**config.mk**
```make
export PLATFORM = sky130hd
export DESIGN_NAME = ibs_core
export DESIGN_NICKNAME = d
export VERILOG_FILES = /design/src/shared/ibs_pkg.sv /design/src/hdl/ibs_filter.sv /design/src/hdl/ibs_irq.sv /design/src/hdl/ibs_core.sv
export SDC_FILE = /design/constraint.sdc
export NUM_CORES = 1
export LEC_CHECK = 0
export CAP_MARGIN = 20
export CORE_MARGIN = 5
export CORE_UTILIZATION = 60
export DETAILED_ROUTE_END_ITERATION = 6
export DONT_BUFFER_PORTS = 1
export MAX_ROUTING_LAYER = met4
export PLACE_DENSITY = 0.76
export SLEW_MARGIN = 20
export SYNTH_ARGS = -nofsm -noshare
export SYNTH_HDL_FRONTEND = slang
export SYNTH_SLANG_ARGS = --single-unit
export TNS_END_PERCENT = 20
```
**constraint.sdc**
```tcl
create_clock -name sys_clk_in -period 2.5 [get_ports sys_clk_in]
set_clock_uncertainty 0.05 [all_clocks]
set_input_delay 0.125 -clock sys_clk_in [delete_from_list [all_inputs] [get_ports sys_clk_in]]
set_output_delay 0.125 -clock sys_clk_in [all_outputs]
set_load 0.01 [all_outputs]
```
**src/shared/ibs_pkg.sv**
```systemverilog
// Functional notes
// - tx empty irq = tx buffer empty flag and its enable.
// - tx end irq = tx complete flag and its enable.
// - rx full irq = rx buffer full flag and its enable.
// - stop irq = stop flag and stop irq enable.
// - one shared irq for no-ack or arbitration lost, gated by no-ack enable.
// - master advances bits only in step with real scl level.
// - scl monitored after release for 7.5/19.5/17.5/41.5 tcyc per clock select.
// - reset into module stop; registers other than stop accessible only after stop cleared.
// - master receive: scl held low if rx full at eighth falling edge.
// - read near eighth fall: hold only one clock, then release; data may be lost.
// - noise canceler passes a sample only when two cascaded latches agree.
package ibs_pkg;
   // register offsets
   localparam logic [3:0] ADDR_STOP   = 4'h0;  // module stop control
   localparam logic [3:0] ADDR_CTRL   = 4'h1;  // bus control and clock select
   localparam logic [3:0] ADDR_STATUS = 4'h2;  // bus status flags
   localparam logic [3:0] ADDR_IRQEN  = 4'h3;  // per-request enables
   localparam logic [3:0] ADDR_RXDATA = 4'h4;  // rx data register
   localparam logic [3:0] ADDR_BUSB   = 4'h5;  // bus control b (scl monitor)
   localparam logic [3:0] ADDR_EVST   = 4'h6;  // sticky event status
   localparam logic [3:0] ADDR_EVCLR  = 4'h7;  // event clear (write only)
   localparam logic [3:0] ADDR_EVEN   = 4'h8;  // event enable
   localparam logic [3:0] ADDR_TXDATA = 4'h9;  // tx data (clears tx empty)
   // control register field positions
   localparam int CTL_MST  = 0;
   localparam int CTL_TRS  = 1;
   localparam int CTL_RX_CONTINUE_DISABLE = 2;
   localparam int CTL_CLOCK_SELECT_BIT2 = 3;
   localparam int CTL_CLOCK_SELECT_BIT3 = 4;
   // status / enable bit positions
   localparam int ST_TX_BUFFER_EMPTY_FLAG  = 0;
   localparam int ST_TX_COMPLETE_FLAG  = 1;
   localparam int ST_RX_BUFFER_FULL_FLAG  = 2;
   localparam int ST_STOP  = 3;
   localparam int ST_NACK  = 4;
   localparam int ST_AL    = 5;
   localparam int NUM_EV   = 5;
   localparam logic [7:0] STATUS_RST = 8'h01;
   localparam logic [4:0] CTRL_RST   = 5'h00;
   // scl monitor times in tenths of tcyc
   localparam int MON_T00 = 75;
   localparam int MON_T01 = 195;
   localparam int MON_T10 = 175;
   localparam int MON_T11 = 415;
   localparam int BITS_PER_BYTE = 8;
   localparam int HALF_BIT_CYC  = 25;    // half scl period in sys clocks
   typedef enum logic [2:0]
   {
      IBS_IDLE  = 3'b000,
      IBS_LOW   = 3'b001,
      IBS_MON   = 3'b010,
      IBS_HIGH  = 3'b011,
      IBS_HOLD  = 3'b100
   } ibs_state_t;
   // monitor count in whole sys clocks, least time rounds up
   function automatic logic [5:0] ibs_mon_cycles(input logic [1:0] cks);
      int t;
      begin
         t = (cks == 2'b00) ? MON_T00 : (cks == 2'b01) ? MON_T01 :
             (cks == 2'b10) ? MON_T10 : MON_T11;
         ibs_mon_cycles = 6'((t + 9) / 10);
      end
   endfunction : ibs_mon_cycles
endpackage : ibs_pkg

```
**src/hdl/ibs_filter.sv**
```systemverilog
`timescale 1ns/1ns
// two-flop sync plus agreement filter for one bus line
module ibs_filter
   import ibs_pkg::*;
(
   input  wire logic sys_clk_in,
   input  wire logic reset_n_in,
   input  wire logic raw_in,
   output logic      clean_out
);
   logic sync_a;
   logic sync_b;
   logic latch_a;
   logic latch_b;
   // synchroniser, first flop read only by second
   always_ff @(posedge sys_clk_in or negedge reset_n_in)
   begin
      if (!reset_n_in)
      begin
         sync_a <= 1'b1;
         sync_b <= 1'b1;
      end
      else
      begin
         sync_a <= raw_in;
         sync_b <= sync_a;
      end
   end
   // cascaded latches and match detector
   always_ff @(posedge sys_clk_in or negedge reset_n_in)
   begin
      if (!reset_n_in)
      begin
         latch_a   <= 1'b1;
         latch_b   <= 1'b1;
         clean_out <= 1'b1;
      end
      else
      begin
         latch_a <= sync_b;
         latch_b <= latch_a;
         if (latch_a == latch_b)
            clean_out <= latch_b;
      end
   end
endmodule : ibs_filter

```
**src/hdl/ibs_irq.sv**
```systemverilog
`timescale 1ns/1ns
// request levels from flags and enables
module ibs_irq
   import ibs_pkg::*;
(
   input  wire logic       sys_clk_in,
   input  wire logic       reset_n_in,
   input  wire logic [7:0] flags_in,
   input  wire logic [4:0] enables_in,
   output logic [4:0]      req_out
);
   always_ff @(posedge sys_clk_in or negedge reset_n_in)
   begin
      if (!reset_n_in)
         req_out <= '0;
      else
      begin
         req_out[0] <= flags_in[ST_TX_BUFFER_EMPTY_FLAG] & enables_in[ST_TX_BUFFER_EMPTY_FLAG];
         req_out[1] <= flags_in[ST_TX_COMPLETE_FLAG] & enables_in[ST_TX_COMPLETE_FLAG];
         req_out[2] <= flags_in[ST_RX_BUFFER_FULL_FLAG] & enables_in[ST_RX_BUFFER_FULL_FLAG];
         req_out[3] <= flags_in[ST_STOP] & enables_in[ST_STOP];
         req_out[4] <= (flags_in[ST_NACK] | flags_in[ST_AL]) & enables_in[ST_NACK];
      end
   end
endmodule : ibs_irq

```
**src/hdl/ibs_core.sv**
```systemverilog
`timescale 1ns/1ns
// interrupt, bit sync and master-receive hold logic of the bus interface
module ibs_core
   import ibs_pkg::*;
(
   input  wire logic       sys_clk_in,
   input  wire logic       reset_n_in,
   input  wire logic [3:0] addr_in,
   input  wire logic [7:0] wdata_in,
   input  wire logic       wr_in,
   input  wire logic       rd_in,
   output logic [7:0]      rdata_out,
   input  wire logic       scl_in,
   output logic            scl_out,
   output logic            scl_oe_out,
   input  wire logic       sda_in,
   output logic            sda_out,
   output logic            sda_oe_out,
   input  wire logic       ev_nack_in,
   input  wire logic       ev_al_in,
   input  wire logic       ev_stop_in,
   output logic            tx_empty_irq_out,
   output logic            tx_end_irq_out,
   output logic            rx_full_irq_out,
   output logic            stop_seen_irq_out,
   output logic            nack_or_arblost_irq_out,
   output logic            irq_out
);
   logic        module_stop;
   logic [4:0]  ctrl;
   logic [7:0]  status;
   logic [4:0]  irq_en;
   logic [7:0]  rx_data_reg;
   logic [7:0]  tx_data;
   logic [7:0]  rx_shift;
   logic [NUM_EV-1:0] ev_status;
   logic [NUM_EV-1:0] ev_enable;
   logic [4:0]  req;
   logic        scl_f;
   logic        sda_f;
   logic        scl_f_d;
   ibs_state_t  state;
   logic [5:0]  cnt;
   logic [3:0]  bit_idx;
   logic        held_once;
   logic        byte_done;
   logic        wr_ok;
   logic        rd_ok;
   logic        rx_read;
   logic        bus_busy;
   logic        scl_low_drv;

   ibs_filter u_scl_filter
   (
      .sys_clk_in (sys_clk_in),
      .reset_n_in (reset_n_in),
      .raw_in     (scl_in),
      .clean_out  (scl_f)
   );
   ibs_filter u_sda_filter
   (
      .sys_clk_in (sys_clk_in),
      .reset_n_in (reset_n_in),
      .raw_in     (sda_in),
      .clean_out  (sda_f)
   );
   ibs_irq u_irq
   (
      .sys_clk_in (sys_clk_in),
      .reset_n_in (reset_n_in),
      .flags_in   (status),
      .enables_in (irq_en),
      .req_out    (req)
   );

   // access gating: only the stop register is open while halted
   assign wr_ok   = wr_in & (~module_stop | (addr_in == ADDR_STOP));
   assign rd_ok   = rd_in & (~module_stop | (addr_in == ADDR_STOP));
   assign rx_read = rd_ok & (addr_in == ADDR_RXDATA);
   assign byte_done = scl_f_d & ~scl_f & (bit_idx == 4'(BITS_PER_BYTE));

   // module stop bit, halted out of reset
   always_ff @(posedge sys_clk_in or negedge reset_n_in)
   begin
      if (!reset_n_in)
         module_stop <= 1'b1;
      else if (wr_in && addr_in == ADDR_STOP)
         module_stop <= wdata_in[0];
   end

   // control and enable registers
   always_ff @(posedge sys_clk_in or negedge reset_n_in)
   begin
      if (!reset_n_in)
      begin
         ctrl      <= CTRL_RST;
         irq_en    <= '0;
         ev_enable <= '0;
         tx_data   <= '0;
      end
      else if (wr_ok)
      begin
         if (addr_in == ADDR_CTRL)
            ctrl <= wdata_in[4:0]; // mst and trs land in one write
         else if (addr_in == ADDR_IRQEN)
            irq_en <= wdata_in[4:0];
         else if (addr_in == ADDR_EVEN)
            ev_enable <= wdata_in[NUM_EV-1:0];
         else if (addr_in == ADDR_TXDATA)
            tx_data <= wdata_in;
      end
   end

   // status flags, hardware set wins over software clear
   always_ff @(posedge sys_clk_in or negedge reset_n_in)
   begin
      if (!reset_n_in)
         status <= STATUS_RST;
      else
      begin
         if (wr_ok && addr_in == ADDR_STATUS)
            status <= status & wdata_in;
         if (wr_ok && addr_in == ADDR_TXDATA)
            status[ST_TX_BUFFER_EMPTY_FLAG] <= 1'b0;
         if (rx_read)
            status[ST_RX_BUFFER_FULL_FLAG] <= 1'b0;
         if (byte_done && ctrl[CTL_MST] && !ctrl[CTL_TRS])
            status[ST_RX_BUFFER_FULL_FLAG] <= 1'b1;
         if (byte_done && ctrl[CTL_TRS])
            status[ST_TX_COMPLETE_FLAG] <= 1'b1;
         if (ev_stop_in)
            status[ST_STOP] <= 1'b1;
         if (ev_nack_in)
            status[ST_NACK] <= 1'b1;
         if (ev_al_in)
            status[ST_AL] <= 1'b1;
      end
   end

   // receive shift and rx data register
   always_ff @(posedge sys_clk_in or negedge reset_n_in)
   begin
      if (!reset_n_in)
      begin
         rx_shift    <= '0;
         rx_data_reg <= '0;
      end
      else
      begin
         if (~scl_f_d & scl_f)
            rx_shift <= {rx_shift[6:0], sda_f};
         if (byte_done && !ctrl[CTL_TRS])
            rx_data_reg <= rx_shift;
      end
   end

   // bit sequencer with scl monitoring
   always_ff @(posedge sys_clk_in or negedge reset_n_in)
   begin
      if (!reset_n_in)
      begin
         state     <= IBS_IDLE;
         cnt       <= '0;
         held_once <= 1'b0;
         scl_f_d   <= 1'b1;
      end
      else
      begin
         scl_f_d <= scl_f;
         case (state)
            IBS_IDLE:
            begin
               if (ctrl[CTL_MST] && !module_stop)
               begin
                  state <= IBS_LOW;
                  cnt   <= 6'(HALF_BIT_CYC);
               end
            end
            IBS_LOW:
            begin
               if (!ctrl[CTL_MST])
                  state <= IBS_IDLE;
               else if (cnt != '0)
                  cnt <= cnt - 6'd1;
               else if (fall8_pending())
                  state <= IBS_HOLD;
               else
               begin
                  state <= IBS_MON;
                  cnt   <= ibs_mon_cycles({ctrl[CTL_CLOCK_SELECT_BIT3], ctrl[CTL_CLOCK_SELECT_BIT2]});
               end
            end
            IBS_HOLD:
            begin
               // one clock of hold only when the read came near the edge
               if (!status[ST_RX_BUFFER_FULL_FLAG] || held_once)
               begin
                  state     <= IBS_MON;
                  held_once <= 1'b0;
                  cnt       <= ibs_mon_cycles({ctrl[CTL_CLOCK_SELECT_BIT3], ctrl[CTL_CLOCK_SELECT_BIT2]});
               end
            end
            IBS_MON:
            begin
               if (cnt != '0)
                  cnt <= cnt - 6'd1;
               else if (scl_f)
               begin
                  state <= IBS_HIGH; // high count starts on real scl
                  cnt   <= 6'(HALF_BIT_CYC);
               end
            end
            IBS_HIGH:
            begin
               if (cnt != '0)
                  cnt <= cnt - 6'd1;
               else
               begin
                  state <= IBS_LOW;
                  cnt   <= 6'(HALF_BIT_CYC);
               end
            end
            default:
               state <= IBS_IDLE;
         endcase
         if (rx_read && state == IBS_LOW && bit_idx == 4'(BITS_PER_BYTE - 1))
            held_once <= 1'b1; // read racing the eighth fall
      end
   end

   // hold check at the eighth falling edge
   function automatic logic fall8_pending();
      fall8_pending = ctrl[CTL_MST] & ~ctrl[CTL_TRS] & status[ST_RX_BUFFER_FULL_FLAG]
                      & (bit_idx == 4'(BITS_PER_BYTE - 1));
   endfunction : fall8_pending

   // bit counter on filtered scl falls
   always_ff @(posedge sys_clk_in or negedge reset_n_in)
   begin
      if (!reset_n_in)
         bit_idx <= '0;
      else if (!ctrl[CTL_MST] && !bus_busy)
         bit_idx <= '0;
      else if (scl_f_d & ~scl_f)
         bit_idx <= (bit_idx == 4'(BITS_PER_BYTE)) ? 4'd0 : bit_idx + 4'd1;
   end

   // bus busy set while scl high with sda low, cleared by the stop event input
   always_ff @(posedge sys_clk_in or negedge reset_n_in)
   begin
      if (!reset_n_in)
         bus_busy <= 1'b0;
      else if (ev_stop_in)
         bus_busy <= 1'b0;
      else if (scl_f && !sda_f)
         bus_busy <= 1'b1;
   end

   // sticky event status for the combined interrupt
   always_ff @(posedge sys_clk_in or negedge reset_n_in)
   begin
      if (!reset_n_in)
         ev_status <= '0;
      else
      begin
         for (int i = 0; i < NUM_EV; i++)
         begin
            if (req[i])
               ev_status[i] <= 1'b1;
            else if (wr_ok && addr_in == ADDR_EVCLR && wdata_in[i])
               ev_status[i] <= 1'b0;
         end
      end
   end

   // pin drivers: open drain, enable high while pulling low
   assign scl_low_drv = (state == IBS_LOW) || (state == IBS_HOLD);
   always_ff @(posedge sys_clk_in or negedge reset_n_in)
   begin
      if (!reset_n_in)
      begin
         scl_out    <= 1'b0;
         scl_oe_out <= 1'b0;
         sda_out    <= 1'b0;
         sda_oe_out <= 1'b0;
      end
      else
      begin
         scl_out    <= 1'b0;
         scl_oe_out <= scl_low_drv & ~module_stop;
         sda_out    <= 1'b0;
         sda_oe_out <= ctrl[CTL_MST] & ctrl[CTL_TRS] & ~tx_data[7 - bit_idx[2:0]]
                       & ~module_stop & (bit_idx < 4'(BITS_PER_BYTE));
      end
   end

   // interrupt outputs registered
   always_ff @(posedge sys_clk_in or negedge reset_n_in)
   begin
      if (!reset_n_in)
      begin
         tx_empty_irq_out        <= 1'b0;
         tx_end_irq_out          <= 1'b0;
         rx_full_irq_out         <= 1'b0;
         stop_seen_irq_out       <= 1'b0;
         nack_or_arblost_irq_out <= 1'b0;
         irq_out                 <= 1'b0;
      end
      else
      begin
         tx_empty_irq_out        <= req[0];
         tx_end_irq_out          <= req[1];
         rx_full_irq_out         <= req[2];
         stop_seen_irq_out       <= req[3];
         nack_or_arblost_irq_out <= req[4];
         irq_out                 <= |(ev_status & ev_enable);
      end
   end

   // read data, one cycle after the strobe
   always_ff @(posedge sys_clk_in or negedge reset_n_in)
   begin
      if (!reset_n_in)
         rdata_out <= '0;
      else if (!rd_ok)
         rdata_out <= '0;
      else if (addr_in == ADDR_STOP)
         rdata_out <= {7'h00, module_stop};
      else if (addr_in == ADDR_CTRL)
         rdata_out <= {3'h0, ctrl};
      else if (addr_in == ADDR_STATUS)
         rdata_out <= status;
      else if (addr_in == ADDR_IRQEN)
         rdata_out <= {3'h0, irq_en};
      else if (addr_in == ADDR_RXDATA)
         rdata_out <= rx_data_reg;
      else if (addr_in == ADDR_BUSB)
         rdata_out <= {6'h00, bus_busy, scl_f}; // scl monitor bit
      else if (addr_in == ADDR_EVST)
         rdata_out <= {3'h0, ev_status};
      else if (addr_in == ADDR_EVEN)
         rdata_out <= {3'h0, ev_enable};
      else
         rdata_out <= '0;
   end
endmodule : ibs_core

```
==> results.md <==
* CTS tree: built
* DR vias/cell at 6.33
* GPL Wtd Cong at 0.913
* Yosys cell types at 76
* Initial core utilization at 0.608
* Yosys warns at 0
* Post-route DRC at 0
* Resized cells post-CTS at 0
* Startpoint Class: register
* Clock Path Buffers at 2
* CP Data Arrival Time at 2.57 ns
* Min cycle time layout at 2.35 ns
* RR Endpoint: cnt[0]
* Height of the die at 101 um
* CP Max Fanout at 6
* R2R depth at 8
* Seq/Total Area, Yosys at 0.512
* Synth top area cells: dfrtp_1 (44%), dfstp_2 (6.9%), mux2_1 (6.4%), ha_1 (2.8%), mux2_2 (2.3%)
* Worst Setup SP: ctrl[3]
* Largest net degree at the start of global routing at 101
* Worst Setup Path Type: register to register
* Post-layout nets at approximately 460
* Post-synthesis mux area share at 0.120
* Root Buffer: clkbuf_8
* TritonCTS buffer count at 9
* Core area at 8090 um2
* Final WL at 11.0 mm
* Congestion Overflow GR at 0
* Prevailing post-synth register cell: dfrtp_1
* Largest family of logic cells by synthesized area: simple AND/OR/NAND/NOR gates
* Gate Count Post-Synth at 410
* Hold buffers post-CTS at 24
* DRT Pass-1 Iters at 6
* Post-Place Worst Slack at 0.261 ns
* Compound-Gate Fraction of Synth Area at 0.149
* Starting DRC count in detailed routing at 186
* DR WL/cell at 20.3 um
* Reg clk slew, reported paths at 0.11 ns
* Max H-tree Level at 3
* Crit. End Element: register
* Area share of and/or/nand/nor cells after synthesis at 0.154
* Vias in the first global route at 3519
* IO Count at 39
* PwrDens at 824 nW/um2
* # clock sinks at 100
* PnR worst setup slack at 0.146 ns
* ANT cells at 0
* Peak VDD IR at 416 uV
* Dpl hpwl at between 7 and 8 mm
* Floorplan row count at 33
* First-pass GRT wire length at 17.9 mm
* Port buffer count at 0
* Clock Latency Late Sink at 0.38 ns
* Worst R2R Setup Slack at 0.15 ns
* Final setup viols at 0
* Synthesized cell area at between 4000 and 5000 um2
* Final Cycle Share at 0.941
* Via count at ~3400
* Die Footprint at a little over 10000 um2
* Setup TNS at 0 ns
* Synth Area in Adders at 0.0320
* Max Fclk at 425 MHz
* Worst Setup EP: cnt[0]
* Synth Area per Inst at around 12 um2
* Layout cells sized above 1 at 0.154
* Layout area overhead at 10.3%
* Worst Tran Pin Value at 0.743 ns
* HP Class: input port to register
* Slew Viols, Final at 0
* Worst slew margin at 0.505
* Yosys top cell by area: dfrtp_1
* Yosys top cell area share at 0.443
* GRT Total Usage at 0.234
* Asr flop ratio synth at 1.00
* Final Hold Vio Count at 0
* Initial antenna violation count at 0
* Fillcell total at 604
* Final antenna-violating net count at 0
* Number of enable flip-flop cells after synthesis at 0
* LEAKAGE at ~0.0023 uW
* Number of buffers added for setup after CTS at 0
* Required @ worst endpoint at 2.71 ns
* RSZ-0062 raised after global routing: false
* Max_cap viols at 0
* Status: complete, no violations
* Die width at approximately 100 um
* Synthesis-stage register bit count at 100
* XOR/XNOR Fraction of Synth Area at 0
* Reg-to-reg critical path startpoint: ctrl[3]
-- where the power goes --
part	internal, uW	switching, uW
combinational	583	602
clock	396	642
sequential	1900	348
-- cell type report --
type | count | area, um2 | area share
Clock buffer | 9 | 124 | 0.0228
Clock inverter | 7 | 80.1 | 0.0148
Inverter | 14 | 52.6 | 0.00968
Multi-Input combinational cell | 279 | 2240 | 0.413
Sequential cell | 100 | 2520 | 0.464
Tap cell | 105 | 131 | 0.0242
Timing Repair Buffer | 26 | 278 | 0.0512
-- synth_stat cells (all sizes together) (3+ instances only) --
cell type  instances
nor2              28
nor3               8
o31ai              3
mux2              43
and3               3
nor2b             11
clkbuf             4
and2               5
dfrtp             87
a21oi             11
o21ai             12
nand2             22
and3b              4
inv               14
ha                11
a22oi              4
buf               14
nand2b            10
a21o              10
a211oi             6
a2bb2oi            3
o21a               3
mux2i              4
a222oi             3
nor3b              6
a2111oi            3
a31oi              7
o211ai             4
a22o               7
nor4b              3
nand3              9
dfstp             13
-- critical path, stage by stage, from the launching register on --
cell and delay [ns]:
dfrtp_1 0.46, inv_1 0.11, ha_1 0.25, nor2_1 0.23
inv_1 0.10, ha_1 0.29, a211oi_1 0.30, a32oi_1 0.15
a32o_1 0.29
-- layout by cell type (no fill, tap or decap), types with 5 or more instances in the layout --
cell           count
inv_1             13
nor3_1             7
dlygate4sd3_1     25
a22o_1             7
a21oi_1           10
nand2b_1          10
nor2_1            27
mux2_2            10
a211oi_1           5
o21ai_1            7
clkbuf_8           9
and2_1             5
ha_1              11
dfstp_2           13
o21ai_0            5
nand2_1           21
dfrtp_1           87
nor2b_1            8
a31oi_1            6
mux2_4             5
mux2_1            28
a21o_1            10
nand3_1            8
-- metrics by stage --
| step | util | cells | area, um2 | power (uW) | hold slack (ns) |
|---|---|---|---|---|---|
| global placement | 0.611 | 498 | 4940 | 3290 | -0.218 |
| detailed placement | 0.611 | 498 | 4940 | 3360 | -0.218 |
| global route | 0.671 | 540 | 5430 | 4740 | 0.00480 |
| floorplan | - | 411 | 4920 | 3130 | -0.221 |
| finish | 0.671 | 540 | 5430 | 4470 | 0.0184 |
| CTS | 0.668 | 538 | 5410 | 4480 | 0.00227 |
-- worst min path at each step --
stage	start	end	slack [ns]	depth (start not counted)
after global routing	addr_in[0]	rdata_out[6]	0.005	3
after floorplan	reset_n_in	bit_idx[0]	-0.22	0
final	addr_in[0]	rdata_out[6]	0.02	3
after detailed placement	reset_n_in	cnt[4]	-0.22	0
after global placement	reset_n_in	cnt[4]	-0.22	0
after CTS	addr_in[3]	rdata_out[5]	0.002	3
-- cells by family (layout without fill, tap and decap cells) --
logic type                 count (synthesis)  after routing
AOI/OAI and AO/OA                         93             93
adders and majority gates                 13             13
buffers and inverters                     32             56
DFF                                      100            100
muxes                                     49             49
other                                      1              2
and+or+nand+nor                          122            122
-- per-layer routing --
| layer | track usage | vias to the layer above | part of all wire |
|---|---|---|---|
| li1 | - | 1538 | - |
| met1 | 0.301 | 1705 | 0.43 |
| met2 | 0.349 | 138 | 0.48 |
| met3 | 0.0685 | 37 | 0.071 |
| met4 | 0.0933 | 0 | 0.025 |
| met5 | - | - | 0 |
Power figures use the tool's default switching activity.
